**config.mk**
```make
export PLATFORM = sky130hd
export DESIGN_NAME = tsc_top
export DESIGN_NICKNAME = d
export VERILOG_FILES = /design/src/hw/tsc_pkg.sv /design/src/hw/tsc_top.sv
export SDC_FILE = /design/constraint.sdc
export NUM_CORES = 1
export LEC_CHECK = 0
export BUFFER_PORTS_ARGS = -buffer_cell sky130_fd_sc_hd__buf_4
export CAP_MARGIN = 10
export CORE_MARGIN = 8
export CORE_UTILIZATION = 45
export CTS_BUF_LIST = sky130_fd_sc_hd__clkbuf_4 sky130_fd_sc_hd__clkbuf_8
export DETAILED_ROUTE_END_ITERATION = 16
export PLACE_DENSITY = 0.7
export SLEW_MARGIN = 20
export SYNTH_ARGS = -nofsm -noshare
export SYNTH_HDL_FRONTEND = slang
export SYNTH_SLANG_ARGS = --single-unit
```
**constraint.sdc**
```tcl
create_clock -name SYS_CLK -period 5.2 [get_ports SYS_CLK]
set_input_delay 0.26 -clock SYS_CLK [delete_from_list [all_inputs] [get_ports SYS_CLK]]
set_output_delay 0.26 -clock SYS_CLK [all_outputs]
set_load 0.02 [all_outputs]
```
**src/hw/tsc_pkg.sv**
```systemverilog
package tsc_pkg;

  localparam int ADDR_W = 6;
  localparam int DATA_W = 32;
  localparam int LVL_W = 4;

  // Register byte addresses
  localparam logic [ADDR_W-1:0] ARM_ADDR = 6'h00;
  localparam logic [ADDR_W-1:0] SEQ_ADDR = 6'h04;
  localparam logic [ADDR_W-1:0] REPLY_ADDR = 6'h08;
  localparam logic [ADDR_W-1:0] STATUS_ADDR = 6'h0C;
  localparam logic [ADDR_W-1:0] SEL_ADDR = 6'h10;
  localparam logic [ADDR_W-1:0] STORE_ADDR = 6'h14;

  // SEQ register fields
  localparam int SEQ_NUM_LSB = 0;
  localparam int SEQ_TRIG_LSB = 8;

  // Level limits
  localparam logic [LVL_W-1:0] MIN_LEVELS = 4'h2;
  localparam logic [LVL_W-1:0] MAX_LEVELS_RUN = 4'h8;
  localparam logic [LVL_W-1:0] MAX_LEVELS_EXT = 4'h7;
  localparam logic [LVL_W-1:0] MIN_TRIG = 4'h1;
  localparam logic [LVL_W-1:0] RESET_LEVELS = 4'h2;
  localparam logic [LVL_W-1:0] RESET_TRIG = 4'h1;

  // Reply characters
  localparam logic [7:0] ASCII_ZERO = 8'h30;
  localparam logic [7:0] ASCII_COMMA = 8'h2C;
  localparam logic [7:0] ASCII_NL = 8'h0A;

  // AXI responses
  localparam logic [1:0] RESP_OKAY = 2'h0;
  localparam logic [1:0] RESP_SLVERR = 2'h2;

  typedef enum logic [1:0] {
    TSC_ANY_STATE,
    TSC_NO_STATE,
    TSC_EXPR,
    TSC_BAD_KIND
  } tsc_kind_t;

  // Group 1: A,B,C,D, inside_bounds_term, outside_bounds_term; group 2: E..H
  typedef struct packed {
    logic combine_and;
    logic g2_and;
    logic [3:0] g2_mask;
    logic g1_and;
    logic [5:0] g1_mask;
    tsc_kind_t kind;
  } tsc_qual_t;

  localparam int QUAL_W = $bits(tsc_qual_t);
  localparam tsc_qual_t QUAL_DEFAULT = '{combine_and: 1'b0, g2_and: 1'b0, g2_mask: 4'h0,
                                        g1_and: 1'b0, g1_mask: 6'h00, kind: TSC_ANY_STATE};

  // Pattern term hits from the comparators
  typedef struct packed {
    logic outside_bounds_term;
    logic inside_bounds_term;
    logic [7:0] pattern;
  } tsc_hits_t;

endpackage

```
**src/hw/tsc_top.sv**
```systemverilog
// Added by the designer: the register addresses and register access over AXI4-Lite.
`timescale 1ns/1ps
`default_nettype none
module tsc_top #(
  parameter int MAX_LVL = 8
) (
  input wire logic SYS_CLK,
  input wire logic RSTN,
  input wire logic [tsc_pkg::ADDR_W-1:0] S_AXI_AWADDR,
  input wire logic S_AXI_AWVALID,
  output logic S_AXI_AWREADY,
  input wire logic [tsc_pkg::DATA_W-1:0] S_AXI_WDATA,
  input wire logic [3:0] S_AXI_WSTRB,
  input wire logic S_AXI_WVALID,
  output logic S_AXI_WREADY,
  output logic [1:0] S_AXI_BRESP,
  output logic S_AXI_BVALID,
  input wire logic S_AXI_BREADY,
  input wire logic [tsc_pkg::ADDR_W-1:0] S_AXI_ARADDR,
  input wire logic S_AXI_ARVALID,
  output logic S_AXI_ARREADY,
  output logic [tsc_pkg::DATA_W-1:0] S_AXI_RDATA,
  output logic [1:0] S_AXI_RRESP,
  output logic S_AXI_RVALID,
  input wire logic S_AXI_RREADY,
  input wire logic SAMPLE_VALID,
  input wire tsc_pkg::tsc_hits_t SAMPLE_HITS,
  input wire logic [tsc_pkg::LVL_W-1:0] ACTIVE_LEVEL,
  output logic STORE_EN,
  output logic [tsc_pkg::LVL_W-1:0] LEVEL_COUNT,
  output logic [tsc_pkg::LVL_W-1:0] TRIGGER_LEVEL,
  output logic SEQ_REBUILT
);

  localparam int DW = tsc_pkg::DATA_W;
  localparam int LW = tsc_pkg::LVL_W;

  // Byte-lane merge of a write over the current contents
  function automatic logic [DW-1:0] merge(input logic [DW-1:0] old, input logic [DW-1:0] wd,
                                          input logic [3:0] strb);
    logic [DW-1:0] r;
    r = old;
    for (int i = 0; i < 4; i++) begin
      if (strb[i]) begin
        r[i*8 +: 8] = wd[i*8 +: 8];
      end
    end
    return r;
  endfunction

  function automatic logic group_eval(input logic [5:0] mask, input logic [5:0] hits,
                                      input logic is_and);
    // OR of plain terms, or AND of negated terms
    return is_and ? ~|(mask & hits) : |(mask & hits);
  endfunction

  function automatic logic qual_eval(input tsc_pkg::tsc_qual_t q, input tsc_pkg::tsc_hits_t h);
    logic g1;
    logic g2;
    logic r;
    g1 = group_eval(q.g1_mask, {h.outside_bounds_term, h.inside_bounds_term, h.pattern[3:0]}, q.g1_and);
    g2 = group_eval({2'h0, q.g2_mask}, {2'h0, h.pattern[7:4]}, q.g2_and);
    unique case (q.kind)
      tsc_pkg::TSC_ANY_STATE: r = 1'b1;
      tsc_pkg::TSC_NO_STATE: r = 1'b0;
      tsc_pkg::TSC_EXPR: begin
        if (q.g2_mask == 4'h0) begin
          r = g1;
        end else if (q.g1_mask == 6'h00) begin
          r = g2;
        end else begin
          r = q.combine_and ? (g1 & g2) : (g1 | g2);
        end
      end
      default: r = 1'b0;
    endcase
    return r;
  endfunction

  function automatic logic level_ok(input logic [LW-1:0] idx, input logic [LW-1:0] count);
    return (idx >= tsc_pkg::MIN_TRIG) && (idx <= count);
  endfunction

  // Qualifier store, one per level
  tsc_pkg::tsc_qual_t quals [MAX_LVL];
  tsc_pkg::tsc_qual_t next_quals [MAX_LVL];

  logic arm_ext, next_arm_ext;
  logic [LW-1:0] levels, next_levels;
  logic [LW-1:0] trig, next_trig;
  logic [LW-1:0] sel, next_sel;
  logic seq_err, next_seq_err;
  logic store_err, next_store_err;
  logic rebuilt, next_rebuilt;
  logic aw_full, next_aw_full;
  logic w_full, next_w_full;
  logic [tsc_pkg::ADDR_W-1:0] aw_addr, next_aw_addr;
  logic [DW-1:0] w_data, next_w_data;
  logic [3:0] w_strb, next_w_strb;
  logic bvalid, next_bvalid;
  logic [1:0] bresp, next_bresp;
  logic rvalid, next_rvalid;
  logic [1:0] rresp, next_rresp;
  logic [DW-1:0] rdata, next_rdata;
  logic store_en, next_store_en;

  logic aw_fire, w_fire, ar_fire, do_write;
  logic [tsc_pkg::ADDR_W-1:0] wa;
  logic [DW-1:0] wd, seq_word;
  logic [3:0] ws;
  logic [LW-1:0] req_num, req_trig, max_num;
  tsc_pkg::tsc_qual_t new_q;
  logic [DW-1:0] seq_merged, arm_merged, sel_merged, qual_merged;

  assign S_AXI_AWREADY = !aw_full && !bvalid;
  assign S_AXI_WREADY = !w_full && !bvalid;
  assign S_AXI_ARREADY = !rvalid;
  assign aw_fire = S_AXI_AWVALID && S_AXI_AWREADY;
  assign w_fire = S_AXI_WVALID && S_AXI_WREADY;
  assign ar_fire = S_AXI_ARVALID && S_AXI_ARREADY;
  assign seq_word = {16'h0000, 4'h0, trig, 4'h0, levels};

  always_comb begin
    next_arm_ext = arm_ext;
    next_levels = levels;
    next_trig = trig;
    next_sel = sel;
    next_seq_err = seq_err;
    next_store_err = store_err;
    next_rebuilt = 1'b0;
    next_quals = quals;
    next_aw_full = aw_full | aw_fire;
    next_w_full = w_full | w_fire;
    next_aw_addr = aw_fire ? S_AXI_AWADDR : aw_addr;
    next_w_data = w_fire ? S_AXI_WDATA : w_data;
    next_w_strb = w_fire ? S_AXI_WSTRB : w_strb;
    next_bvalid = bvalid && !S_AXI_BREADY;
    next_bresp = bresp;
    next_rvalid = rvalid && !S_AXI_RREADY;
    next_rresp = rresp;
    next_rdata = rdata;
    wa = aw_fire ? S_AXI_AWADDR : aw_addr;
    wd = w_fire ? S_AXI_WDATA : w_data;
    ws = w_fire ? S_AXI_WSTRB : w_strb;
    do_write = (aw_full || aw_fire) && (w_full || w_fire);
    max_num = arm_ext ? tsc_pkg::MAX_LEVELS_EXT : tsc_pkg::MAX_LEVELS_RUN;
    // Merged candidate words; a function result cannot be part-selected directly
    seq_merged = merge(seq_word, wd, ws);
    arm_merged = merge({31'h0, arm_ext}, wd, ws);
    sel_merged = merge({28'h0, sel}, wd, ws);
    qual_merged = merge({{(DW-tsc_pkg::QUAL_W){1'b0}}, quals[sel[2:0] - 3'h1]}, wd, ws);
    req_num = seq_merged[tsc_pkg::SEQ_NUM_LSB +: LW];
    req_trig = seq_merged[tsc_pkg::SEQ_TRIG_LSB +: LW];
    new_q = tsc_pkg::tsc_qual_t'(qual_merged[tsc_pkg::QUAL_W-1:0]);
    if (do_write) begin
      next_aw_full = 1'b0;
      next_w_full = 1'b0;
      next_bvalid = 1'b1;
      next_bresp = tsc_pkg::RESP_OKAY;
      unique case (wa)
        tsc_pkg::ARM_ADDR: next_arm_ext = arm_merged[0];
        tsc_pkg::SEQ_ADDR: begin
          if (req_num >= tsc_pkg::MIN_LEVELS && req_num <= max_num
              && req_trig >= tsc_pkg::MIN_TRIG && req_trig < req_num) begin
            for (int i = 0; i < MAX_LVL; i++) begin
              next_quals[i] = tsc_pkg::QUAL_DEFAULT;
            end
            next_levels = req_num;
            next_trig = req_trig;
            next_seq_err = 1'b0;
            next_rebuilt = 1'b1;
          end else begin
            next_seq_err = 1'b1;
          end
        end
        tsc_pkg::SEL_ADDR: next_sel = sel_merged[LW-1:0];
        tsc_pkg::STORE_ADDR: begin
          // Encoding has no parentheses, so any redundant grouping folds to the same word
          if (level_ok(sel, levels) && new_q.kind != tsc_pkg::TSC_BAD_KIND
              && !(new_q.kind == tsc_pkg::TSC_EXPR && new_q.g1_mask == 6'h00
                   && new_q.g2_mask == 4'h0)) begin
            next_quals[sel[2:0] - 3'h1] = new_q;
            next_store_err = 1'b0;
          end else begin
            next_store_err = 1'b1;
          end
        end
        tsc_pkg::REPLY_ADDR, tsc_pkg::STATUS_ADDR: next_bresp = tsc_pkg::RESP_OKAY;
        default: next_bresp = tsc_pkg::RESP_SLVERR;
      endcase
    end
    if (ar_fire) begin
      next_rvalid = 1'b1;
      next_rresp = tsc_pkg::RESP_OKAY;
      unique case (S_AXI_ARADDR)
        tsc_pkg::ARM_ADDR: next_rdata = {31'h0, arm_ext};
        tsc_pkg::SEQ_ADDR: next_rdata = seq_word;
        tsc_pkg::REPLY_ADDR: next_rdata = {tsc_pkg::ASCII_NL, tsc_pkg::ASCII_ZERO + {4'h0, trig},
                                           tsc_pkg::ASCII_COMMA,
                                           tsc_pkg::ASCII_ZERO + {4'h0, levels}};
        tsc_pkg::STATUS_ADDR: next_rdata = {30'h0, store_err, seq_err};
        tsc_pkg::SEL_ADDR: next_rdata = {28'h0, sel};
        tsc_pkg::STORE_ADDR: next_rdata = level_ok(sel, levels)
            ? {{(DW-tsc_pkg::QUAL_W){1'b0}}, quals[sel[2:0] - 3'h1]} : '0;
        default: begin
          next_rdata = '0;
          next_rresp = tsc_pkg::RESP_SLVERR;
        end
      endcase
    end
    next_store_en = SAMPLE_VALID && level_ok(ACTIVE_LEVEL, levels)
                    && qual_eval(quals[ACTIVE_LEVEL[2:0] - 3'h1], SAMPLE_HITS);
  end

  always_ff @(posedge SYS_CLK or negedge RSTN) begin
    if (!RSTN) begin
      for (int i = 0; i < MAX_LVL; i++) begin
        quals[i] <= tsc_pkg::QUAL_DEFAULT;
      end
      arm_ext <= 1'b0;
      levels <= tsc_pkg::RESET_LEVELS;
      trig <= tsc_pkg::RESET_TRIG;
      sel <= tsc_pkg::MIN_TRIG;
      seq_err <= 1'b0;
      store_err <= 1'b0;
      rebuilt <= 1'b0;
      aw_full <= 1'b0;
      w_full <= 1'b0;
      aw_addr <= '0;
      w_data <= '0;
      w_strb <= 4'h0;
      bvalid <= 1'b0;
      bresp <= tsc_pkg::RESP_OKAY;
      rvalid <= 1'b0;
      rresp <= tsc_pkg::RESP_OKAY;
      rdata <= '0;
      store_en <= 1'b0;
    end else begin
      quals <= next_quals;
      arm_ext <= next_arm_ext;
      levels <= next_levels;
      trig <= next_trig;
      sel <= next_sel;
      seq_err <= next_seq_err;
      store_err <= next_store_err;
      rebuilt <= next_rebuilt;
      aw_full <= next_aw_full;
      w_full <= next_w_full;
      aw_addr <= next_aw_addr;
      w_data <= next_w_data;
      w_strb <= next_w_strb;
      bvalid <= next_bvalid;
      bresp <= next_bresp;
      rvalid <= next_rvalid;
      rresp <= next_rresp;
      rdata <= next_rdata;
      store_en <= next_store_en;
    end
  end

  assign S_AXI_BVALID = bvalid;
  assign S_AXI_BRESP = bresp;
  assign S_AXI_RVALID = rvalid;
  assign S_AXI_RRESP = rresp;
  assign S_AXI_RDATA = rdata;
  assign STORE_EN = store_en;
  assign LEVEL_COUNT = levels;
  assign TRIGGER_LEVEL = trig;
  assign SEQ_REBUILT = rebuilt;

endmodule
`default_nettype wire

```
==> results of run 1 <==
## layer usage
metal	GRT usage, %	up-vias
li1	-	3450
met1	27.4	3910
met2	34.0	402
met3	6.55	41
met4	6.46	0
met5	0	-
## worst min-delay path, delay by kind of cell
kind / cells / cell delay [ps]
buffers and inverters: 2 / 130
muxes: 1 / 70
## worst paths after layout
check,from,end,slack (ps),cells past startpoint
setup / recovery,sel[0]$_DFFE_PN1P_,quals[63]$_DFFE_PN0P_,370,11
hold / removal,S_AXI_AWADDR[1],aw_addr[1]$_DFF_PN0_,20,3
setup reg to reg,sel[0]$_DFFE_PN1P_,quals[63]$_DFFE_PN0P_,370,11
hold reg to reg,aw_addr[1]$_DFF_PN0_,aw_addr[1]$_DFF_PN0_,490,2
max in group asynchronous,RSTN,quals[12]$_DFFE_PN0P_,3520,3
min in group asynchronous,RSTN,aw_addr[0]$_DFF_PN0_,320,2
## layout by cell type (no fill, tap or decap), types with 4 or more instances in the layout
cell type / Yosys / layout
sky130_fd_sc_hd__dfrtp_1: 183 / 183
sky130_fd_sc_hd__buf_4: 17 / 116
sky130_fd_sc_hd__a22o_1: 101 / 101
sky130_fd_sc_hd__mux2i_1: 71 / 71
sky130_fd_sc_hd__nand2_1: 62 / 62
sky130_fd_sc_hd__mux4_2: 45 / 45
sky130_fd_sc_hd__inv_1: 37 / 37
sky130_fd_sc_hd__o21ai_0: 32 / 32
sky130_fd_sc_hd__nor2_1: 31 / 31
sky130_fd_sc_hd__a21oi_1: 27 / 27
sky130_fd_sc_hd__o2bb2ai_1: 26 / 26
sky130_fd_sc_hd__clkbuf_8: 0 / 21
sky130_fd_sc_hd__mux2_2: 20 / 20
sky130_fd_sc_hd__ha_1: 19 / 19
sky130_fd_sc_hd__nand3_1: 16 / 16
sky130_fd_sc_hd__nor4_1: 13 / 12
sky130_fd_sc_hd__conb_1: 1 / 11
sky130_fd_sc_hd__nor2b_1: 7 / 7
sky130_fd_sc_hd__nand2b_1: 7 / 7
sky130_fd_sc_hd__a32oi_1: 7 / 7
sky130_fd_sc_hd__o22ai_1: 6 / 6
sky130_fd_sc_hd__o21a_1: 6 / 6
sky130_fd_sc_hd__a22oi_1: 5 / 5
sky130_fd_sc_hd__a31oi_1: 5 / 5
sky130_fd_sc_hd__o21ai_4: 5 / 5
sky130_fd_sc_hd__nand4_1: 4 / 4
sky130_fd_sc_hd__a221oi_1: 4 / 4
sky130_fd_sc_hd__or3_1: 4 / 4
sky130_fd_sc_hd__and3_4: 4 / 4
## kinds of logic after synthesis
| family | Yosys count |
|---|---|
| compound gates | 243 |
| mux | 137 |
| other cells | 1 |
| fa+ha+maj | 19 |
| buf+inv | 111 |
| simple gates | 166 |
| flops | 186 |
| xor+xnor | 5 |
## layout make-up
class,count,share of cell area (%)
Multi-Input combinational cell,581,43.9
Sequential cell,186,40.3
Clock inverter,9,0.757
Clock buffer,23,2.63
Tap cell,285,3.08
Timing Repair Buffer,121,8.06
Inverter,39,1.27
## through the flow
step	std cells	total power, mW	utilization, %	worst slack, ps
after floorplan	878	3.11	-	422
after global placement	1209	3.80	49.5	504
after detailed placement	1209	3.84	49.5	441
after CTS	1244	4.81	51.4	409
after global routing	1244	5.07	51.4	241
final	1244	4.82	51.4	375
## flip-flops by register name (all words and copies together) (netlist names)
name	flops
LEVEL_COUNT	4
SEQ_REBUILT	1
STORE_EN	1
S_AXI_BRESP	1
S_AXI_BVALID	1
S_AXI_RDATA	20
S_AXI_RRESP	1
S_AXI_RVALID	1
TRIGGER_LEVEL	4
arm_ext	1
aw_addr	6
aw_full	1
quals	120
sel	4
seq_err	1
store_err	1
w_data	15
w_full	1
w_strb	2
## power by group
part,switching [mW],internal (mW)
registers,0.106,1.60
logic,1.39,0.754
clock network,0.531,0.444
total,2.03,2.80
## timing repair
item,4_1_cts,5_1_grt
setup endpoints to repair,0,0
endpoints found under the hold margin,61,0
hold buffers,3,0
==> out/summary.log, run 1 <==
qor: route.routed_wirelength 29,600 um
qor: route.met3_wirelength 2750 um
qor: power.static-leakage-power 5.35 nW
qor: floorplanning.io_pins 121
qor: cts.clkSinkCount 186
qor: synthesis.synth-simple-area-share 8.17%
qor: route.post_drt_wl_per_cell 23.8 um
qor: sta.finalWorstPathRequiredPeriod 4830 ps
qor: place.routabilityCongestion 0.877
qor: layout.num-fill-cells 1,994
qor: cts.clk_pin_slew 90 ps
qor: route.route.antenna.remaining_nets 0
qor: cts.insertion_delay 480 ps
qor: sta.max-slew-margin-rel 20.5%
qor: global_route.grt_use_total 21.3%
qor: global_route.grt_pass1_vias 7,975
qor: floorplanning.initial_utilization 45.5%
qor: synthesis.synth_top_family_by_area multiplexers
qor: route.detail_route.iter0.violations 861
qor: floorplanning.design.core.area 0.0225 mm2
qor: route.met2RoutedLength 14,000 um
qor: sta.achievable-frequency 207 MHz
qor: synthesis.yosys.cell_count.top_type sky130_fd_sc_hd__dfrtp_1
qor: setup_path.cp.required 5610 ps
qor: global_route.grt-ovfl-total 0
qor: setup_path.cp.buffers_inverters 2
qor: synthesis.ys_ff_latch 186
qor: setup_path.critPathSlowestCell sky130_fd_sc_hd__o21ai_2
qor: layout.antenna_cells 0
qor: layout.final_area 0.0116 mm2
qor: cts.clock_tree_from_tritoncts yes
qor: layout.design.final.nets 1,035
qor: layout.sequential_cell_area 0.00466 mm2
qor: synthesis.synthCells 868
qor: global_route.grt_antenna_before_repair 0
qor: cts.postCtsSetupBuffers 0
qor: sta.fin_skew 17.2 ps
qor: sta.slew_viol_final 0
qor: place.postPlaceCellArea 0.0111 mm2
qor: layout.post_synthesis_to_final_layout_area_growth 12.8%
qor: setup_path.critical_path_class flop to flop
qor: sta.rsz_0062_raised_after_global_routing false
qor: floorplanning.die-area 0.0279 mm2
qor: cts.clockBufferDepth 2
qor: synthesis.synthTopCellsByCount 183 x sky130_fd_sc_hd__dfrtp_1, 101 x sky130_fd_sc_hd__a22o_1, 71 x sky130_fd_sc_hd__mux2i_1
qor: setup_path.cp-start-kind flop
qor: power.pwr_density_cell 417 mW/mm2
qor: synthesis.synthesis.area_per_instance 11.8 um2
qor: synthesis.synth-adder-area-share 2.32%
qor: setup_path.critical_path.max_fanout 23
qor: setup_path.endpoint_kind flop
qor: route.first_pass_iters 5
qor: synthesis.synth-xor-area-share 0.427%
qor: floorplanning.placement_rows 55
qor: synthesis.yosys-top-cells-area sky130_fd_sc_hd__dfrtp_1 45%, sky130_fd_sc_hd__mux4_2 9.9%, sky130_fd_sc_hd__a22o_1 8.6%, sky130_fd_sc_hd__mux2i_1 6.9%, sky130_fd_sc_hd__ha_1 2.3%
qor: cts.h-tree-depth 4
qor: route.vias 7,803
qor: cts.cts_root_buf sky130_fd_sc_hd__clkbuf_8
qor: synthesis.unique_masters_post_synth 63
qor: sta.timing_worst_slew_pin_value 1190 ps
qor: sta.finalSetupViolations 0
qor: power.vdd_drop_max 216 uV
qor: cts.cts_resized 0
qor: synthesis.synth_top_flop_cell sky130_fd_sc_hd__dfrtp_1
qor: sta.hold_viol_final 0
qor: synthesis.synth_area_leader_cell sky130_fd_sc_hd__dfrtp_1
qor: synthesis.post-synth-top-area-fraction 44.7%
qor: global_route.largest_net_degree_at_the_start_of_global_routing 73
qor: place.dp_hpwl 20,600 um
qor: sta.fin_hold_ws 22.0 ps
qor: setup_path.crit_path_max_incr_delay 800 ps
qor: route.met1Wirelength 12,300 um
qor: setup_path.critPathTopFamily compound AO/OA/AOI/OAI gates
qor: floorplanning.floorplan.die.height 167 um
qor: layout.drive_above_1_share 25.1%
qor: setup_path.critPathArrivalTime 5230 ps
qor: synthesis.ys_warn_count 0
qor: synthesis.synth_compound_area_share 18.7%
qor: route.route.detailed.drc 0
qor: hold_path.worst_hold_path_type input pin to flop
qor: place.placement.io_buffers 90
qor: synthesis.synth-edff-count 0
qor: synthesis.synth.mux.area_fraction 19.2%
qor: cts.cts-buffers-inserted 17
qor: route.maxUsedRoutingLayer met4
qor: synthesis.synth_sequential_area_ratio 45.4%
qor: sta.setup_tns_after_final_layout 0 ps
qor: route.drt-vias-per-instance 6.27
qor: run.drv.max_cap_violation_count 0
qor: setup_path.most_frequent_cell_on_the_critical_path sky130_fd_sc_hd__or4b_1
qor: synthesis.mappedNetlistArea 0.0102 mm2
qor: layout.multi_input_logic_area 0.00508 mm2
qor: synthesis.async_set_or_reset_flop_fraction_in_the_synthesized_netlist 100%
qor: setup_path.worstPathCellList clkinv_1, ha_1, xnor2_2, buf_4, mux4_2, mux2i_1, or4b_1, or4b_1, o311a_4, o21ai_2, a22o_1
qor: floorplanning.die_width 167 um
qor: global_route.wire_length_of_the_first_global_routing_pass 46,500 um
qor: sta.post-route-period-util 92.8%
qor: outcome.run_status finished, final reports clean
No activity file was read; power rests on OpenSTA's default activity.
==> inputs of run 2 (changes only) <==
- CORE_UTILIZATION: 45 -> 30
- PLACE_DENSITY: 0.7 -> 0.53
==> run 2 against run 1 <==
- clock power is 8% higher
- fmax grew 0.33%
- combinational power is 3% higher
- sequential power barely moved
- wire length increased by 8.8%
- sequential share of layout area fell by 1.2 points
- register-to-register slack improved by 20 ps
- via count decreased by 0.47%
- power rose by 2.6%
- count of clock-buffer cells in the layout fell by 4
- sequential cell count unchanged
- critical path type unchanged
- largest cell class unchanged
- largest power group unchanged
==> out/summary.log, run 2 (synthesized netlist as in run 1, its figures left out) <==
qor: hold_path.hold_end w_data[12]$_DFF_PN0_
qor: place.placement.io_buffers 90 [unchanged]
qor: setup_path.worstPathCellList clkinv_1, ha_1, xnor2_2, mux4_2, mux2i_4, or4b_1, or4b_1, o311a_4, o21ai_2, a22o_1
qor: setup_path.critical_path.max_fanout 22 [-4.3%]
qor: cts.clk_pin_slew 100 ps [about the same]
qor: global_route.grt_antenna_before_repair 0 [unchanged]
qor: place.pre_cts_slack 432 ps [-9.64 ps]
qor: setup_path.critPathSlowestCell sky130_fd_sc_hd__o21ai_2
qor: setup_path.most_frequent_cell_on_the_critical_path sky130_fd_sc_hd__or4b_1
qor: layout.layout_commonest_cell sky130_fd_sc_hd__dfrtp_1
qor: sta.post-route-period-util 92.5% [-0.30 points]
qor: layout.multi_input_logic_area 0.00509 mm2 [+0.22%]
qor: floorplanning.die-area 0.0403 mm2 [+45%]
qor: layout.largest_register quals
qor: run.drv.max_cap_violation_count 0 [unchanged]
qor: cts.clock_tree_from_tritoncts yes
qor: floorplanning.design.core.area 0.0336 mm2 [+49%]
qor: sta.finalWorstPathRequiredPeriod 4810 ps [-15.6 ps]
qor: layout.post_synthesis_to_final_layout_area_growth 16.2%
qor: floorplanning.io_pins 121 [unchanged]
qor: cts.clkSinkCount 186 [unchanged]
qor: outcome.run_status finished, final reports clean
qor: route.first_pass_iters 7 [+2]
qor: hold_path.hold_path.startpoint S_AXI_WDATA[12]
qor: power.pwr_density_cell 415 mW/mm2 [-0.39%]
qor: global_route.grt-ovfl-total 0 [unchanged]
qor: global_route.largest_net_degree_at_the_start_of_global_routing 68 [-6.8%]
qor: layout.sequential_cell_area 0.00466 mm2 [unchanged]
qor: cts.postCtsSetupBuffers 0 [unchanged]
qor: layout.mostFrequentLayoutCells 183 x sky130_fd_sc_hd__dfrtp_1, 129 x sky130_fd_sc_hd__buf_4, 101 x sky130_fd_sc_hd__a22o_1
qor: sta.fin_skew 15.3 ps [-1.98 ps]
qor: place.dp_hpwl 22,700 um [+9.9%]
qor: cts.h-tree-depth 4 [unchanged]
qor: global_route.grt_use_total 16.0% [-5.3 points]
qor: place.routabilityCongestion 0.827 [-5.7%]
qor: cts.cts-buffers-inserted 17 [unchanged]
qor: layout.layoutNonFillerInstCount 1,421 [+14%]
qor: cts.clockBufferDepth 2 [unchanged]
qor: route.routed_wirelength 32,200 um [+8.8%]
qor: cts.insertion_delay 470 ps [about the same]
qor: setup_path.endpoint_kind flop
qor: layout.design.final.nets 1,049 [+1.4%]
qor: layout.final_area 0.0119 mm2 [+3.0%]
qor: place.postPlaceCellArea 0.0114 mm2 [+2.7%]
qor: layout.largest_register_ff_count 120 [unchanged]
qor: power.vdd_drop_max 216 uV [about the same]
qor: sta.timing_worst_slew_pin_value 1100 ps [-87.5 ps]
qor: sta.post-route-worst-setup-slack 390 ps [+15.6 ps]
qor: setup_path.cp.required 5600 ps [about the same]
qor: layout.num-fill-cells 3,304 [+66%]
qor: global_route.wire_length_of_the_first_global_routing_pass 50,400 um [+8.4%]
qor: place.numPlacedInstances 1,384 [+14%]
qor: sta.finalSetupViolations 0 [unchanged]
qor: route.detail_route.iter0.violations 601 [-30%]
qor: hold_path.min_delay_path_depth 2 [-1]
qor: cts.cts_root_buf sky130_fd_sc_hd__clkbuf_8
qor: route.route.antenna.remaining_nets 0 [unchanged]
qor: floorplanning.placement_rows 67 [+22%]
qor: route.route.detailed.drc 0 [unchanged]
qor: layout.antenna_cells 0 [unchanged]
qor: route.vias 7,766 [-0.47%]
qor: setup_path.r2r_slack 390 ps [+20 ps]
qor: sta.fin_hold_ws 35.4 ps [+13.5 ps]
qor: sta.setup_tns_after_final_layout 0 ps [unchanged]
qor: floorplanning.die_width 201 um [+20%]
qor: sta.hold_viol_final 0 [unchanged]
qor: setup_path.r2r-end quals[63]$_DFFE_PN0P_
qor: setup_path.reg2reg_from sel[0]$_DFFE_PN1P_
qor: floorplanning.floorplan.die.height 201 um [+20%]
qor: route.post_drt_wl_per_cell 22.7 um [-4.7%]
qor: power.static-leakage-power 5.42 nW [+1.2%]
qor: layout.drive_above_1_share 26.0% [+0.87 points]
qor: route.drt-vias-per-instance 5.47 [-13%]
qor: setup_path.worst-r2r-cell-count 10 [-1]
qor: setup_path.crit_path_max_incr_delay 840 ps [+40 ps]
qor: sta.rsz_0062_raised_after_global_routing false
qor: global_route.grt_pass1_vias 7,955 [-0.25%]
qor: sta.slew_viol_final 0 [unchanged]
qor: layout.layout.core_utilization 35.4% [-16 points]
qor: floorplanning.initial_utilization 30.5% [-15 points]
qor: setup_path.critPathArrivalTime 5210 ps [-20 ps]
qor: setup_path.cp-start-kind flop
qor: setup_path.critical_path_class flop to flop
qor: sta.achievable-frequency 208 MHz [+0.33%]
qor: hold_path.worst_hold_path_type input pin to flop
qor: sta.max-slew-margin-rel 26.2% [+5.7 points]
qor: power.fin_total_pwr 4.95 mW [+2.6%]
-- run 2: cell count changes in the layout (fill, tap and decap cells not counted), sizes merged --
cell	previous run	this run
dlygate4sd3	3	5
buf	118	129
clkinvlp	1	4
clkinv	6	5
bufinv	1	3
clkbuf	23	20
-- run 2: per-layer routing --
metal	up-vias	share of wire [%]	wire, um	global-route usage [%]
met5	-	0	0	0
met1	3967	44	14100	21.2
met4	0	2.1	675	4.86
met3	45	6.2	2000	2.94
li1	3466	-	-	-
met2	288	48	15400	26.1
-- run 2: area by class of cell --
type / count / share of cell area [%]
timing repair buffer: 135 / 8.67
tap: 448 / 4.71
sequential: 186 / 39.1
clock inverter: 13 / 1.41
multi-input combinational: 581 / 42.7
clock buffer: 19 / 2.14
inverter: 39 / 1.23
-- run 2: where the power goes --
group / internal [mW] / total, mW / switching, mW / leakage [nW]
registers: 1.60 / 1.69 / 0.0963 / 2.50
clock network: 0.498 / 1.05 / 0.548 / 0.204
logic: 0.790 / 2.21 / 1.42 / 2.72
total: 2.89 / 4.95 / 2.06 / 5.42
-- run 2: worst max-delay path by stage --
stage                            end  slack [ps]                from
2_1_floorplan  quals[17]$_DFFE_PN0P_         420  sel[0]$_DFFE_PN1P_
3_3_place_gp   quals[67]$_DFFE_PN0P_         490  sel[0]$_DFFE_PN1P_
3_5_place_dp   quals[68]$_DFFE_PN0P_         430  sel[0]$_DFFE_PN1P_
4_1_cts        quals[63]$_DFFE_PN0P_         370  sel[0]$_DFFE_PN1P_
5_1_grt        quals[67]$_DFFE_PN0P_         210  sel[0]$_DFFE_PN1P_
6_report       quals[63]$_DFFE_PN0P_         390  sel[0]$_DFFE_PN1P_
-- run 2: critical path: cells and delay by family, from the launching register on --
kind | cells | cell delay (ps)
multiplexers | 2 | 620
buffers and inverters | 1 | 70
flip-flops | 1 | 540
adder cells (fa/ha/maj) | 1 | 270
AND/OR/NAND/NOR | 2 | 1070
XOR/XNOR | 1 | 480
AO/OA/AOI/OAI | 3 | 1680
-- run 2: repair_timing --
| item | CTS | global route |
|---|---|---|
| endpoints found under the hold margin | 68 | 0 |
| hold buffers | 5 | 0 |
| gates resized for setup | 0 | 0 |
==> inputs of run 3 (changes only) <==
- BUFFER_PORTS_ARGS: -buffer_cell sky130_fd_sc_hd__buf_4 -> default
- DONT_BUFFER_PORTS: default -> 1
- PLACE_DENSITY: 0.53 -> 0.5
==> run 3 against run 2 <==
- worst hold slack better by 6.6 ps
- combinational power fell by 6%
- first-iteration DRC count decreased by 0.33%
- utilization shrank 1.5 points
==> out/summary.log, run 3 (synthesized netlist as in run 1, its figures left out) <==
qor: outcome.run_status finished, final reports clean
qor: global_route.grt_pass1_vias 7,518 [-5.5%]
qor: setup_path.worst-r2r-cell-count 10 [unchanged]
qor: power.static-leakage-power 5.04 nW [-6.9%]
qor: setup_path.worstSetupPathDepth 10 [unchanged]
qor: floorplanning.die_width 201 um [unchanged]
qor: setup_path.critPathTopFamily compound AO/OA/AOI/OAI gates
qor: place.routabilityCongestion 0.818 [-1.1%]
qor: cts.postCtsSetupBuffers 0 [unchanged]
qor: floorplanning.floorplan.die.height 201 um [unchanged]
qor: cts.clock_tree_from_tritoncts yes
qor: setup_path.cp.required 5600 ps [about the same]
qor: setup_path.most_frequent_cell_on_the_critical_path sky130_fd_sc_hd__or4b_1
qor: place.pre_cts_slack 352 ps [-80.0 ps]
qor: route.vias 7,445 [-4.1%]
qor: layout.drive_above_1_share 17.7% [-8.3 points]
qor: global_route.grt_antenna_before_repair 0 [unchanged]
qor: hold_path.worst_hold_path_type input pin to flop
qor: global_route.grt-ovfl-total 0 [unchanged]
qor: cts.clk_pin_slew 110 ps [about the same]
qor: sta.finalWorstPathRequiredPeriod 4810 ps [+4.51 ps]
qor: floorplanning.io_pins 121 [unchanged]
qor: sta.post-route-worst-setup-slack 386 ps [-4.51 ps]
qor: global_route.grt_use_total 15.7% [-0.26 points]
qor: setup_path.critical_path.max_fanout 22 [unchanged]
qor: power.pwr_density_cell 433 mW/mm2 [+4.2%]
qor: floorplanning.die-area 0.0403 mm2 [unchanged]
qor: layout.mostFrequentLayoutCells 183 x sky130_fd_sc_hd__dfrtp_1, 101 x sky130_fd_sc_hd__a22o_1, 71 x sky130_fd_sc_hd__mux2i_1
qor: sta.finalSetupViolations 0 [unchanged]
qor: power.vdd_drop_max 265 uV [+23%]
qor: cts.h-tree-depth 4 [unchanged]
qor: sta.slew_viol_final 0 [unchanged]
qor: cts.clockBufferDepth 2 [unchanged]
qor: sta.rsz_0062_raised_after_global_routing false
qor: floorplanning.initial_utilization 30.5% [unchanged]
qor: global_route.largest_net_degree_at_the_start_of_global_routing 187 [+180%]
qor: layout.num-fill-cells 3,355 [+1.5%]
qor: route.route.detailed.drc 0 [unchanged]
qor: cts.clkSinkCount 186 [unchanged]
qor: setup_path.cp-start-kind flop
qor: setup_path.endpoint_kind flop
qor: layout.antenna_cells 0 [unchanged]
qor: place.placement.io_buffers 0 [-100%]
qor: sta.timing_worst_slew_pin_value 1200 ps [+97.8 ps]
qor: setup_path.critPathSlowestCell sky130_fd_sc_hd__o2bb2ai_2
qor: sta.post-route-period-util 92.6% [about the same]
qor: layout.layout_commonest_cell sky130_fd_sc_hd__dfrtp_1
qor: cts.insertion_delay 470 ps [about the same]
qor: route.drt-vias-per-instance 5.54 [+1.4%]
qor: cts.cts_root_buf sky130_fd_sc_hd__clkbuf_8
qor: route.detail_route.iter0.violations 599 [-0.33%]
qor: layout.design.final.nets 971 [-7.4%]
qor: global_route.wire_length_of_the_first_global_routing_pass 49,200 um [-2.3%]
qor: setup_path.worstPathCellList clkinv_1, ha_1, xnor2_2, mux4_2, mux2i_4, or4b_1, or4b_1, o311a_4, o2bb2ai_2, a22o_1
qor: setup_path.cp.buffers_inverters 1 [unchanged]
qor: route.route.antenna.remaining_nets 0 [unchanged]
qor: sta.setup_tns_after_final_layout 0 ps [unchanged]
qor: sta.achievable-frequency 208 MHz [about the same]
qor: route.routed_wirelength 31,900 um [-1.0%]
qor: sta.max-slew-margin-rel 19.8% [-6.4 points]
qor: run.drv.max_cap_violation_count 0 [unchanged]
qor: sta.fin_skew 21.4 ps [+6.10 ps]
qor: cts.cts_resized 0 [unchanged]
qor: floorplanning.placement_rows 67 [unchanged]
qor: layout.post_synthesis_to_final_layout_area_growth 11.4%
qor: cts.cts-buffers-inserted 17 [unchanged]
qor: setup_path.critical_path_class flop to flop
qor: sta.hold_viol_final 0 [unchanged]
qor: route.first_pass_iters 5 [-2]
qor: layout.largest_register_ff_count 120 [unchanged]
qor: floorplanning.design.core.area 0.0336 mm2 [unchanged]
qor: hold_path.min_delay_path_depth 3 [+1]
qor: layout.largest_register quals
qor: route.post_drt_wl_per_cell 23.8 um [+4.7%]
qor: setup_path.crit_path_max_incr_delay 890 ps [+50 ps]
qor: place.dp_hpwl 22,300 um [-1.6%]
qor: setup_path.critPathArrivalTime 5220 ps [about the same]
[run 3: cell types whose count changed in the layout (fill, tap and decap cells not counted)]
| cell | previous run | this run |
|---|---|---|
| sky130_fd_sc_hd__clkinv_4 | 2 | 0 |
| sky130_fd_sc_hd__buf_12 | 0 | 1 |
| sky130_fd_sc_hd__clkbuf_8 | 19 | 17 |
| sky130_fd_sc_hd__buf_4 | 129 | 33 |
| sky130_fd_sc_hd__clkinvlp_4 | 4 | 3 |
| sky130_fd_sc_hd__inv_8 | 1 | 3 |
| sky130_fd_sc_hd__bufinv_16 | 3 | 4 |
| sky130_fd_sc_hd__clkinv_2 | 2 | 1 |
| sky130_fd_sc_hd__buf_16 | 0 | 1 |
| sky130_fd_sc_hd__inv_6 | 1 | 3 |
| sky130_fd_sc_hd__dlygate4sd3_1 | 5 | 22 |
[run 3: path summary, 6_finish.rpt]
check                                    startpoint                          end  slack (ps)
worst min-delay path                S_AXI_ARADDR[4]  S_AXI_RDATA[17]$_DFFE_PN0P_          40
worst max register to register   sel[0]$_DFFE_PN1P_        quals[19]$_DFFE_PN0P_         390
worst max-delay path             sel[0]$_DFFE_PN1P_        quals[19]$_DFFE_PN0P_         390
min in group asynchronous                      RSTN          w_strb[0]$_DFF_PN0_         430
worst min register to register  w_data[5]$_DFF_PN0_          w_data[5]$_DFF_PN0_         490
max in group asynchronous                      RSTN         w_data[13]$_DFF_PN0_        3950
[run 3: stage by stage]
step | hold WS (ps) | util (%) | instances | total power [mW] | instance area, um2
2_1_floorplan | -35.6 | - | 878 | 3.11 | 10300
3_3_place_gp | -29.9 | 31.9 | 1288 | 3.80 | 10700
3_5_place_dp | -29.9 | 31.9 | 1288 | 3.81 | 10700
4_1_cts | 14.9 | 34.0 | 1343 | 4.99 | 11400
5_1_grt | 42.2 | 34.0 | 1343 | 5.23 | 11400
6_report | 42.0 | 34.0 | 1343 | 4.94 | 11400
[run 3: final cells by class]
type                            count  area (um2)  area share [%]
Clock buffer                       18         241            2.11
Clock inverter                     14         208            1.82
Inverter                           39         146            1.28
Multi-Input combinational cell    581        5090            44.6
Sequential cell                   186        4660            40.8
Tap cell                          448         561            4.91
Timing Repair Buffer               57         515            4.51
[run 3: report_power, final]
group	switching, mW	internal, mW
sequential	0.146	1.60
clock	0.576	0.543
combinational	1.35	0.732
total	2.07	2.87
[run 3: repair_timing]
item | CTS | global route
endpoints found under the setup margin | 0 | 0
hold endpoints to repair | 206 | 0
hold buffers | 23 | 0
[run 3: worst register-to-register path, cell delays in order (launching register included)]
cell and delay, ps:
sky130_fd_sc_hd__dfstp_2 570, sky130_fd_sc_hd__clkinv_1 80, sky130_fd_sc_hd__ha_1 280, sky130_fd_sc_hd__xnor2_2 430, sky130_fd_sc_hd__mux4_2 430, sky130_fd_sc_hd__mux2i_4 170
sky130_fd_sc_hd__or4b_1 440, sky130_fd_sc_hd__or4b_1 600, sky130_fd_sc_hd__o311a_4 560, sky130_fd_sc_hd__o2bb2ai_2 890, sky130_fd_sc_hd__a22o_1 280
[run 3: layer usage]
layer | vias to the layer above | track usage (%) | part of all wire, %
met5 | - | 0 | 0
met4 | 0 | 5.23 | 2.4
met3 | 49 | 3.47 | 7.3
met2 | 309 | 25.3 | 47
met1 | 3777 | 20.7 | 43
li1 | 3310 | - | -
